File: src/hdl/ewsh_consts.vh
// constants for the transmit edge wave shaper: register indices, fields, codes, reset values
// Behaviour
// - firmware codes 2-3: falling style field [6:4] is the falling-edge time constant; code 1 ignores it
// - table codes 4-6: falling style field picks lookup table 0 to 3
// - firmware codes 2-3: rising style field [2:0] is the rising-edge time constant; code 1 ignores it
// - table codes 4-6: rising style field picks lookup table 0 to 3
// - one scaling bit doubles every transition state, both edges together
// - scaling bit clear: each transition state lasts one carrier cycle
// - scaling bit set: each transition state lasts two carrier cycles
// - five-bit count of transition states, shared by rising and falling edge
// - eight-bit residual carrier level during pause, 0x00 none, 0xFF full
// - falling-edge style code sits in the upper nibble of the kind register
// - rising-edge style code sits in the lower nibble, same code set
// - codes 1, 2, 3 give one, two, three linear segments
// - code 4: lookup table shape, no supply adaptation
// - code 5: lookup table shape, supply adaptation plus correction
// - code 6: lookup table shape, supply adaptation without correction
`ifndef EWSH_CONSTS_VH
`define EWSH_CONSTS_VH

// register indices; byte address is four times the index
`define EWSH_IDX_STYLE   8'h1E
`define EWSH_IDX_LENGTH  8'h1F
`define EWSH_IDX_RESID   8'h20
`define EWSH_IDX_KIND    8'h21
`define EWSH_IDX_STATUS  8'h3F

// reset values
`define EWSH_RST_STYLE   8'h00
`define EWSH_RST_LENGTH  8'h00
`define EWSH_RST_RESID   8'h00
`define EWSH_RST_KIND    8'h00

// field positions
`define EWSH_FALL_CFG    6:4
`define EWSH_RISE_CFG    2:0
`define EWSH_SCALE_BIT   7
`define EWSH_NSTATE      4:0
`define EWSH_KIND_FALL   7:4
`define EWSH_KIND_RISE   3:0

// write masks that keep reserved bits at zero
`define EWSH_MASK_STYLE  8'h77
`define EWSH_MASK_LENGTH 8'h9F

// style codes
`define EWSH_CODE_LIN1   4'h1
`define EWSH_CODE_LIN2   4'h2
`define EWSH_CODE_LIN3   4'h3
`define EWSH_CODE_LUT    4'h4
`define EWSH_CODE_LUTCOR 4'h5
`define EWSH_CODE_LUTADP 4'h6

// amplitude levels and supply reference
`define EWSH_AMP_FULL    8'hFF
`define EWSH_AMP_ZERO    8'h00
`define EWSH_SUPPLY_NOM  8'h80

`endif

File: src/hdl/ewsh_curve.v
// shape curve for one edge: linear segments or lookup tables, fraction 0..255
`timescale 1ns/1ps
`default_nettype none
`include "ewsh_consts.vh"

module ewsh_curve
(
  input  wire [3:0] code,
  input  wire [2:0] cfg,
  input  wire [7:0] prog,
  output reg  [7:0] shape
);

  // lookup tables sampled at eight progress points, each ends at full scale
  function [7:0] lut_pt;
    input [1:0] tbl;
    input [2:0] pt;
    begin
      case ({tbl, pt})
        5'd0: lut_pt = 8'h10;  5'd1: lut_pt = 8'h30;  5'd2: lut_pt = 8'h50;  5'd3: lut_pt = 8'h70;
        5'd4: lut_pt = 8'h90;  5'd5: lut_pt = 8'hB0;  5'd6: lut_pt = 8'hD0;  5'd7: lut_pt = 8'hFF;
        5'd8: lut_pt = 8'h04;  5'd9: lut_pt = 8'h10;  5'd10: lut_pt = 8'h24; 5'd11: lut_pt = 8'h40;
        5'd12: lut_pt = 8'h64; 5'd13: lut_pt = 8'h90; 5'd14: lut_pt = 8'hC4; 5'd15: lut_pt = 8'hFF;
        5'd16: lut_pt = 8'h3C; 5'd17: lut_pt = 8'h70; 5'd18: lut_pt = 8'h9C; 5'd19: lut_pt = 8'hC0;
        5'd20: lut_pt = 8'hDC; 5'd21: lut_pt = 8'hF0; 5'd22: lut_pt = 8'hFC; 5'd23: lut_pt = 8'hFF;
        5'd24: lut_pt = 8'h08; 5'd25: lut_pt = 8'h20; 5'd26: lut_pt = 8'h50; 5'd27: lut_pt = 8'h80;
        5'd28: lut_pt = 8'hB0; 5'd29: lut_pt = 8'hE0; 5'd30: lut_pt = 8'hF8; default: lut_pt = 8'hFF;
      endcase
    end
  endfunction

  // knee levels rise with the time constant: a larger constant front-loads the edge
  wire [8:0] knee2   = 9'd128 + {2'b00, cfg, 4'h0};
  wire [8:0] knee3a  = 9'd64 + {2'b00, cfg, 4'h0};
  wire [8:0] knee3b  = 9'd192 + {3'b000, cfg, 3'b000};
  wire [16:0] seg2lo = ({9'h000, prog} * {8'h00, knee2}) >> 7;
  // the last segment of each curve divides by its own span so full progress lands on full scale
  wire [16:0] seg2hi = ({9'h000, prog - 8'h80} * ({8'h00, 9'd255} - {8'h00, knee2})) / 17'h0007F;
  wire [16:0] seg3a  = ({9'h000, prog} * {8'h00, knee3a}) >> 6;
  wire [16:0] seg3b  = ({9'h000, prog - 8'h40} * ({8'h00, knee3b} - {8'h00, knee3a})) >> 7;
  wire [16:0] seg3c  = ({9'h000, prog - 8'hC0} * ({8'h00, 9'd255} - {8'h00, knee3b})) / 17'h0003F;

  // select the curve for the style code
  always @*
  begin
    case (code)
      `EWSH_CODE_LIN1: shape = prog;
      `EWSH_CODE_LIN2:
        shape = prog[7] ? (knee2[7:0] + seg2hi[7:0]) : seg2lo[7:0];
      `EWSH_CODE_LIN3:
        if (prog < 8'h40)
          shape = seg3a[7:0];
        else if (prog < 8'hC0)
          shape = knee3a[7:0] + seg3b[7:0];
        else
          shape = knee3b[7:0] + seg3c[7:0];
      `EWSH_CODE_LUT, `EWSH_CODE_LUTCOR, `EWSH_CODE_LUTADP:
        shape = lut_pt(cfg[1:0], prog[7:5]);
      default: shape = `EWSH_AMP_FULL; // reserved codes jump straight to the end level
    endcase
  end

endmodule // ewsh_curve
`default_nettype wire

File: src/hdl/ewsh_adapt.v
// supply adaptation of a table-shaped edge fraction
`timescale 1ns/1ps
`default_nettype none
`include "ewsh_consts.vh"

module ewsh_adapt
(
  input  wire [3:0] code,
  input  wire [7:0] shape,
  input  wire       last_state,
  input  wire [7:0] pa_supply_voltage,
  output reg  [7:0] adj
);

  // scale by supply over nominal; a higher supply drives the edge harder
  wire [15:0] scaled = ({8'h00, shape} * {8'h00, pa_supply_voltage}) >> 7;
  wire [7:0]  clip   = (scaled[15:8] != 8'h00) ? `EWSH_AMP_FULL : scaled[7:0];

  always @*
  begin
    case (code)
      `EWSH_CODE_LUTADP: adj = clip;
      // correction pins the last state to the exact end level despite scaling
      `EWSH_CODE_LUTCOR: adj = last_state ? `EWSH_AMP_FULL : clip;
      default:           adj = shape;
    endcase
  end

endmodule // ewsh_adapt
`default_nettype wire

File: src/hdl/ewsh_top.v
// transmit edge wave shaper with apb register file and pause edge sequencer
//
// Implementation choice: the APB register port.
`timescale 1ns/1ps
`default_nettype none
`include "ewsh_consts.vh"

module ewsh_top
#(
  parameter AW = 12
)
(
  input  wire          pclk,
  input  wire          presetn,
  input  wire          psel,
  input  wire          penable,
  input  wire          pwrite,
  input  wire [AW-1:0] paddr,
  input  wire [31:0]   pwdata,
  output reg  [31:0]   prdata,
  output wire          pready,
  output wire          pslverr,
  input  wire          carrier_tick,
  input  wire          mod_pause,
  input  wire [7:0]    pa_supply_voltage,
  output reg  [7:0]    carrier_amplitude,
  output reg           edge_active
);

  // sequencer states, one-hot
  localparam [3:0] S_IDLE = 4'b0001;
  localparam [3:0] S_FALL = 4'b0010;
  localparam [3:0] S_HOLD = 4'b0100;
  localparam [3:0] S_RISE = 4'b1000;

  reg  [7:0] tx_edge_style_424_reg;
  reg  [7:0] tx_edge_length_424_reg;
  reg  [7:0] tx_residual_amplitude_848_reg;
  reg  [7:0] tx_edge_kind_848_reg;
  reg  [3:0] state_reg;
  reg  [3:0] state_next;
  reg  [4:0] idx_reg;
  reg  [4:0] idx_next;
  reg        sub_reg;
  reg        sub_next;
  reg  [7:0] amp_next;
  reg  [7:0] rdata_mux;
  reg        hit_mux;

  // byte addresses from register indices
  wire [AW-1:0] a_style  = {{(AW-10){1'b0}}, `EWSH_IDX_STYLE, 2'b00};
  wire [AW-1:0] a_length = {{(AW-10){1'b0}}, `EWSH_IDX_LENGTH, 2'b00};
  wire [AW-1:0] a_resid  = {{(AW-10){1'b0}}, `EWSH_IDX_RESID, 2'b00};
  wire [AW-1:0] a_kind   = {{(AW-10){1'b0}}, `EWSH_IDX_KIND, 2'b00};
  wire [AW-1:0] a_status = {{(AW-10){1'b0}}, `EWSH_IDX_STATUS, 2'b00};

  // apb slave
  // one wait-free access phase; read data is latched in the setup cycle
  // so prdata comes straight from a flip-flop
  assign pready  = psel & penable;
  assign pslverr = psel & penable & ~hit_mux;

  wire setup_rd = psel & ~penable & ~pwrite;
  wire wr_take  = psel & penable & pwrite;

  // address decode and read mux
  always @*
  begin
    hit_mux   = 1'b1;
    rdata_mux = 8'h00;
    if (paddr == a_style)
      rdata_mux = tx_edge_style_424_reg;
    else if (paddr == a_length)
      rdata_mux = tx_edge_length_424_reg;
    else if (paddr == a_resid)
      rdata_mux = tx_residual_amplitude_848_reg;
    else if (paddr == a_kind)
      rdata_mux = tx_edge_kind_848_reg;
    else if (paddr == a_status)
      rdata_mux = {carrier_amplitude[7:4], state_reg};
    else
      hit_mux = 1'b0;
  end

  // read data capture; unmapped reads give zero
  always @(posedge pclk or negedge presetn)
  begin
    if (!presetn)
      prdata <= 32'h00000000;
    else if (setup_rd)
      prdata <= {24'h000000, rdata_mux};
  end

  // register writes take effect at the access edge; reserved bits stay zero
  always @(posedge pclk or negedge presetn)
  begin
    if (!presetn)
    begin
      tx_edge_style_424_reg         <= `EWSH_RST_STYLE;
      tx_edge_length_424_reg        <= `EWSH_RST_LENGTH;
      tx_residual_amplitude_848_reg <= `EWSH_RST_RESID;
      tx_edge_kind_848_reg          <= `EWSH_RST_KIND;
    end
    else if (wr_take)
    begin
      if (paddr == a_style)
        tx_edge_style_424_reg <= pwdata[7:0] & `EWSH_MASK_STYLE;
      if (paddr == a_length)
        tx_edge_length_424_reg <= pwdata[7:0] & `EWSH_MASK_LENGTH;
      if (paddr == a_resid)
        tx_residual_amplitude_848_reg <= pwdata[7:0];
      if (paddr == a_kind)
        tx_edge_kind_848_reg <= pwdata[7:0];
    end
  end

  // field extraction
  wire [3:0] fall_code = tx_edge_kind_848_reg[`EWSH_KIND_FALL];
  wire [3:0] rise_code = tx_edge_kind_848_reg[`EWSH_KIND_RISE];
  wire [2:0] fall_cfg  = tx_edge_style_424_reg[`EWSH_FALL_CFG];
  wire [2:0] rise_cfg  = tx_edge_style_424_reg[`EWSH_RISE_CFG];
  wire       scale2    = tx_edge_length_424_reg[`EWSH_SCALE_BIT];
  wire [4:0] nstates   = tx_edge_length_424_reg[`EWSH_NSTATE];
  wire [7:0] resid     = tx_residual_amplitude_848_reg;

  // a zero count or reserved code means the edge is a hard step
  wire fall_ok = (nstates != 5'd0) && (fall_code >= `EWSH_CODE_LIN1)
                 && (fall_code <= `EWSH_CODE_LUTADP);
  wire rise_ok = (nstates != 5'd0) && (rise_code >= `EWSH_CODE_LIN1)
                 && (rise_code <= `EWSH_CODE_LUTADP);

  // progress through the edge
  // progress of the current state as a fraction of 255; the divider is
  // combinational, which is cheap at these widths
  wire [4:0]  n_safe    = (nstates == 5'd0) ? 5'd1 : nstates;
  wire [13:0] num       = ({9'h000, idx_reg} + 14'h0001) * 14'h00FF;
  wire [13:0] prog_wide = num / {9'h000, n_safe};
  wire [7:0]  prog      = prog_wide[7:0];
  wire        last_st   = (idx_reg == n_safe - 5'd1);

  wire [7:0] fall_shape;
  wire [7:0] rise_shape;
  wire [7:0] adj;

  // falling edge curve
  ewsh_curve u_fall_curve
  (
    .code  (fall_code),
    .cfg   (fall_cfg),
    .prog  (prog),
    .shape (fall_shape)
  );

  // rising edge curve
  ewsh_curve u_rise_curve
  (
    .code  (rise_code),
    .cfg   (rise_cfg),
    .prog  (prog),
    .shape (rise_shape)
  );

  wire       in_rise  = (state_reg == S_RISE);
  wire [3:0] act_code = in_rise ? rise_code : fall_code;

  // supply adaptation of whichever edge is running
  ewsh_adapt u_adapt
  (
    .code              (act_code),
    .shape             (in_rise ? rise_shape : fall_shape),
    .last_state        (last_st),
    .pa_supply_voltage (pa_supply_voltage),
    .adj               (adj)
  );

  // blend between full carrier and the residual level
  wire [7:0]  delta   = `EWSH_AMP_FULL - resid;
  wire [15:0] part_w  = ({8'h00, delta} * {8'h00, adj}) / 16'h00FF;
  wire [7:0]  part    = part_w[7:0];
  wire [7:0]  fall_amp = `EWSH_AMP_FULL - part;
  wire [7:0]  rise_amp = resid + part;

  // a state ends on its last carrier cycle: one cycle, or the second of two
  wire state_done = carrier_tick & (~scale2 | sub_reg);

  // edge sequencer
  always @*
  begin
    state_next = state_reg;
    idx_next   = idx_reg;
    sub_next   = sub_reg;
    amp_next   = carrier_amplitude;
    case (state_reg)
      S_IDLE:
      begin
        amp_next = `EWSH_AMP_FULL;
        idx_next = 5'd0;
        sub_next = 1'b0;
        if (mod_pause)
        begin
          if (fall_ok)
            state_next = S_FALL;
          else
          begin
            state_next = S_HOLD;
            amp_next   = resid;
          end
        end
      end
      S_FALL, S_RISE:
      begin
        amp_next = in_rise ? rise_amp : fall_amp;
        if (carrier_tick)
          sub_next = scale2 & ~sub_reg;
        if (state_done)
        begin
          sub_next = 1'b0;
          if (last_st)
          begin
            idx_next   = 5'd0;
            state_next = in_rise ? S_IDLE : S_HOLD;
          end
          else
            idx_next = idx_reg + 5'd1;
        end
      end
      S_HOLD:
      begin
        amp_next = resid;
        idx_next = 5'd0;
        sub_next = 1'b0;
        if (!mod_pause)
        begin
          if (rise_ok)
            state_next = S_RISE;
          else
          begin
            state_next = S_IDLE;
            amp_next   = `EWSH_AMP_FULL;
          end
        end
      end
      default:
      begin
        state_next = S_IDLE;
        amp_next   = `EWSH_AMP_FULL;
        idx_next   = 5'd0;
        sub_next   = 1'b0;
      end
    endcase
  end

  // sequencer and output registers
  always @(posedge pclk or negedge presetn)
  begin
    if (!presetn)
    begin
      state_reg         <= S_IDLE;
      idx_reg           <= 5'd0;
      sub_reg           <= 1'b0;
      carrier_amplitude <= `EWSH_AMP_FULL;
      edge_active       <= 1'b0;
    end
    else
    begin
      state_reg         <= state_next;
      idx_reg           <= idx_next;
      sub_reg           <= sub_next;
      carrier_amplitude <= amp_next;
      edge_active       <= (state_next == S_FALL) | (state_next == S_RISE);
    end
  end

endmodule // ewsh_top
`default_nettype wire

File: config.mk
export PLATFORM = sky130hd
export DESIGN_NAME = ewsh_top
export DESIGN_NICKNAME = d
export VERILOG_FILES = /design/src/hdl/ewsh_curve.v /design/src/hdl/ewsh_adapt.v /design/src/hdl/ewsh_top.v
export VERILOG_INCLUDE_DIRS = /design/src /design/src/hdl
export SDC_FILE = /design/constraint.sdc
export NUM_CORES = 2
export LEC_CHECK = 0
export BUFFER_PORTS_ARGS = -buffer_cell sky130_fd_sc_hd__buf_2
export CORE_MARGIN = 5
export CORE_UTILIZATION = 50
export CTS_CLUSTER_DIAMETER = 150
export DETAILED_ROUTE_END_ITERATION = 8
export GPL_TIMING_DRIVEN = 0
export PLACE_DENSITY_LB_ADDON = 0.12
export SLEW_MARGIN = 20
export SYNTH_ARGS = -nofsm -noshare
export SYNTH_HDL_FRONTEND = slang
export SYNTH_SLANG_ARGS = --single-unit
File: constraint.sdc
create_clock -name pclk -period 73.3 [get_ports pclk]
set_input_delay 21.99 -clock pclk [delete_from_list [all_inputs] [get_ports pclk]]
set_output_delay 21.99 -clock pclk [all_outputs]
set_load 0.1 [all_outputs]
==> flow_summary.ini <==
[placement]
dp_slack_ns = 11.01
dp_hpwl_mm = 95.0
portBuffers = 52
gp_congestion = 0.983

[timing]
tightestPinTransition_ns = 1.25
holdWs_ns = 0.478
setup_slack_ns = 10.12
fmax_mhz = 15.8
maxSlewHeadroom_pct = 16.7
finalCritPeriodShare_pct = 86.2
setup_viol = 0
clock_skew_ns = 0.00843
rsz0062_at_grt = false
setup_tns_ns = 0
hold_viol = 0
fin_crit_ns = 63.18
finalMaxSlewViolations = 0

[pwr]
leakagePower_nw = 18.0
peakVddDrop_mv = 0.0243
pwr_density_cell_mw_per_mm2 = 16.4

[route]
route.met2.wl_mm = 53.3
finalWirelength_mm = 115
wl_met1_mm = 50.2
drtIter0Drc = 2865
routed_via_density = 6.17
drc_errors = 0
route.met3.wl_mm = 6.84
highest_layer = met4
drt_first_pass_iters = 6
vias = 36067
wl_per_cell_um = 19.7
ant_nets = 0

[critical_path]
cp.required_ns = 73.53
slowest_delay_ns = 1.08
endpoint_kind = register
arrival_ns = 63.41
slowest_stage = clkinv_1
crit_path_frequent_cell = a21oi_1
cp_max_fo = 15
worstSetupPathType = reg -> reg
crit_family = compound AO/OA/AOI/OAI gates
cp_num_buf_inv = 23
critPathLaunchType = register
reg2reg_slack_ns = 10.12

[synth]
yosysSeqAreaShare_pct = 3.80
synth_edf_count = 0
synthCells = 4770
syn_area_mm2 = 0.0365
syn_area_per_cell_um2 = 7.65
synth_flop_cell = dfrtp_1
ys_types = 138
ys.warnings.count = 0
postSynth.asyncResetShare_pct = 100
synth-seq-cells = 55

[grt]
overflow = 0
antenna_found_initial = 1
grt_first_pass_wirelength_mm = 184
grt_max_degree = 56
track_usage_pct = 28.3
grt_pass1_vias = 34252

[clock_network]
clock_path_buffers = 2
cts_resized = 0
postCtsHoldBufs = 0
tritoncts = built
clk_latency_ns = 0.31
clk_pin_slew_ns = 0.08
post_cts_buffers = 0
clock-sinks = 55
cts_made_buffers = 5
cts_max_level = 2
cts_root_buf = clkbuf_16

[floorplanning]
core_mm2 = 0.0727
num_rows = 99
start_util_pct = 50.2
die_width_um = 280
ios = 102
dieHeight_um = 280
die-area_mm2 = 0.0785

[layout]
nets = 5700
mostFrequentLayoutCell = inv_1
diodes = 0
drive_gt1_share_pct = 6.71
final_cell_mix = inv_1, ha_1, nor2_1
areaGrowthSynthToFinish_pct = 5.13

[run]
max_cap_violations = 0

[min_path]
worstHoldPathType = reg -> reg

[run_status]
outcome = finished, final reports clean
-- where the power goes --
| part | total (mW) | internal, mW | switching (mW) |
|---|---|---|---|
| registers | 0.0340 | 0.0327 | 0.00130 |
| clock network | 0.0282 | 0.0160 | 0.0123 |
| logic | 0.565 | 0.208 | 0.357 |
| total | 0.627 | 0.257 | 0.370 |
-- synth_stat cells, types with 21 or more instances --
master	n	area, µm²
inv_1	548	2060
ha_1	473	5920
nor2_1	408	1530
nand2_1	353	1330
fa_1	283	5670
a21oi_1	277	1390
o21ai_0	210	1050
xnor2_1	181	1590
nor3_1	160	801
nand3_1	109	546
clkbuf_1	94	353
a21o_1	88	661
and2_1	83	519
xor2_1	81	709
o211ai_1	78	586
o21a_1	75	563
a211oi_1	68	510
or3_1	57	357
nand2b_1	56	350
a31oi_1	51	319
and3_1	51	319
dfrtp_1	46	1150
nand4_1	44	275
mux2_2	42	473
mux2i_1	40	400
nor2b_1	35	219
nor4_1	32	200
a211o_1	30	263
o21bai_1	29	218
buf_2	28	140
buf_4	28	210
o21ai_1	28	140
o31ai_1	27	203
or2_2	27	169
o2111ai_1	23	201
or4_1	22	165
o22ai_1	21	131
-- cell families (layout without fill, tap and decap cells) --
family	Yosys count	count (layout)	synth area share, %
simple gates	1550	1550	21.5
compound gates	1324	1324	25.8
fa+ha+maj	760	760	31.9
buf+inv	722	783	7.84
xor+xnor	265	265	6.42
mux	92	92	2.84
flops	55	55	3.80
other cells	2	56	0.0206
-- worst paths after layout --
path,from,end,cells past startpoint
worst max-delay path,idx_reg[0],carrier_amplitude[7],240
worst min-delay path,sub_reg,sub_reg,1
worst max register to register,idx_reg[0],carrier_amplitude[7],240
worst min register to register,sub_reg,sub_reg,1
max in group asynchronous,presetn,idx_reg[0],1
min in group asynchronous,presetn,prdata[4],1
-- metrics by stage --
| stage | cell area (µm²) | utilization, % | power (mW) | cells |
|---|---|---|---|---|
| 4_1_cts | 38300 | 52.7 | 0.618 | 5844 |
| 2_1_floorplan | 36700 | - | 0.470 | 4824 |
| 6_report | 38400 | 52.8 | 0.627 | 5844 |
| 3_5_place_dp | 38200 | 52.5 | 0.586 | 5837 |
| 5_1_grt | 38400 | 52.8 | 0.688 | 5844 |
| 3_3_place_gp | 38200 | 52.5 | 0.583 | 5835 |
-- routing by layer --
metal / global-route usage [%] / vias to the layer above
met3: 2.82 / 253
met4: 9.30 / 0
met5: 0 / -
met2: 47.7 / 1200
met1: 38.2 / 17290
li1: - / 17324
-- final cells by class --
cell class / instances / area (µm²)
Fill cell: 7195 / 34400
Multi-Input combinational cell: 4047 / 32500
Inverter: 557 / 2090
Sequential cell: 55 / 1390
Tap cell: 959 / 1200
Buffer: 165 / 777
Timing Repair Buffer: 54 / 275
Clock buffer: 5 / 125
Clock inverter: 2 / 37.5
Note: power is estimated with default switching activity, not from simulation.
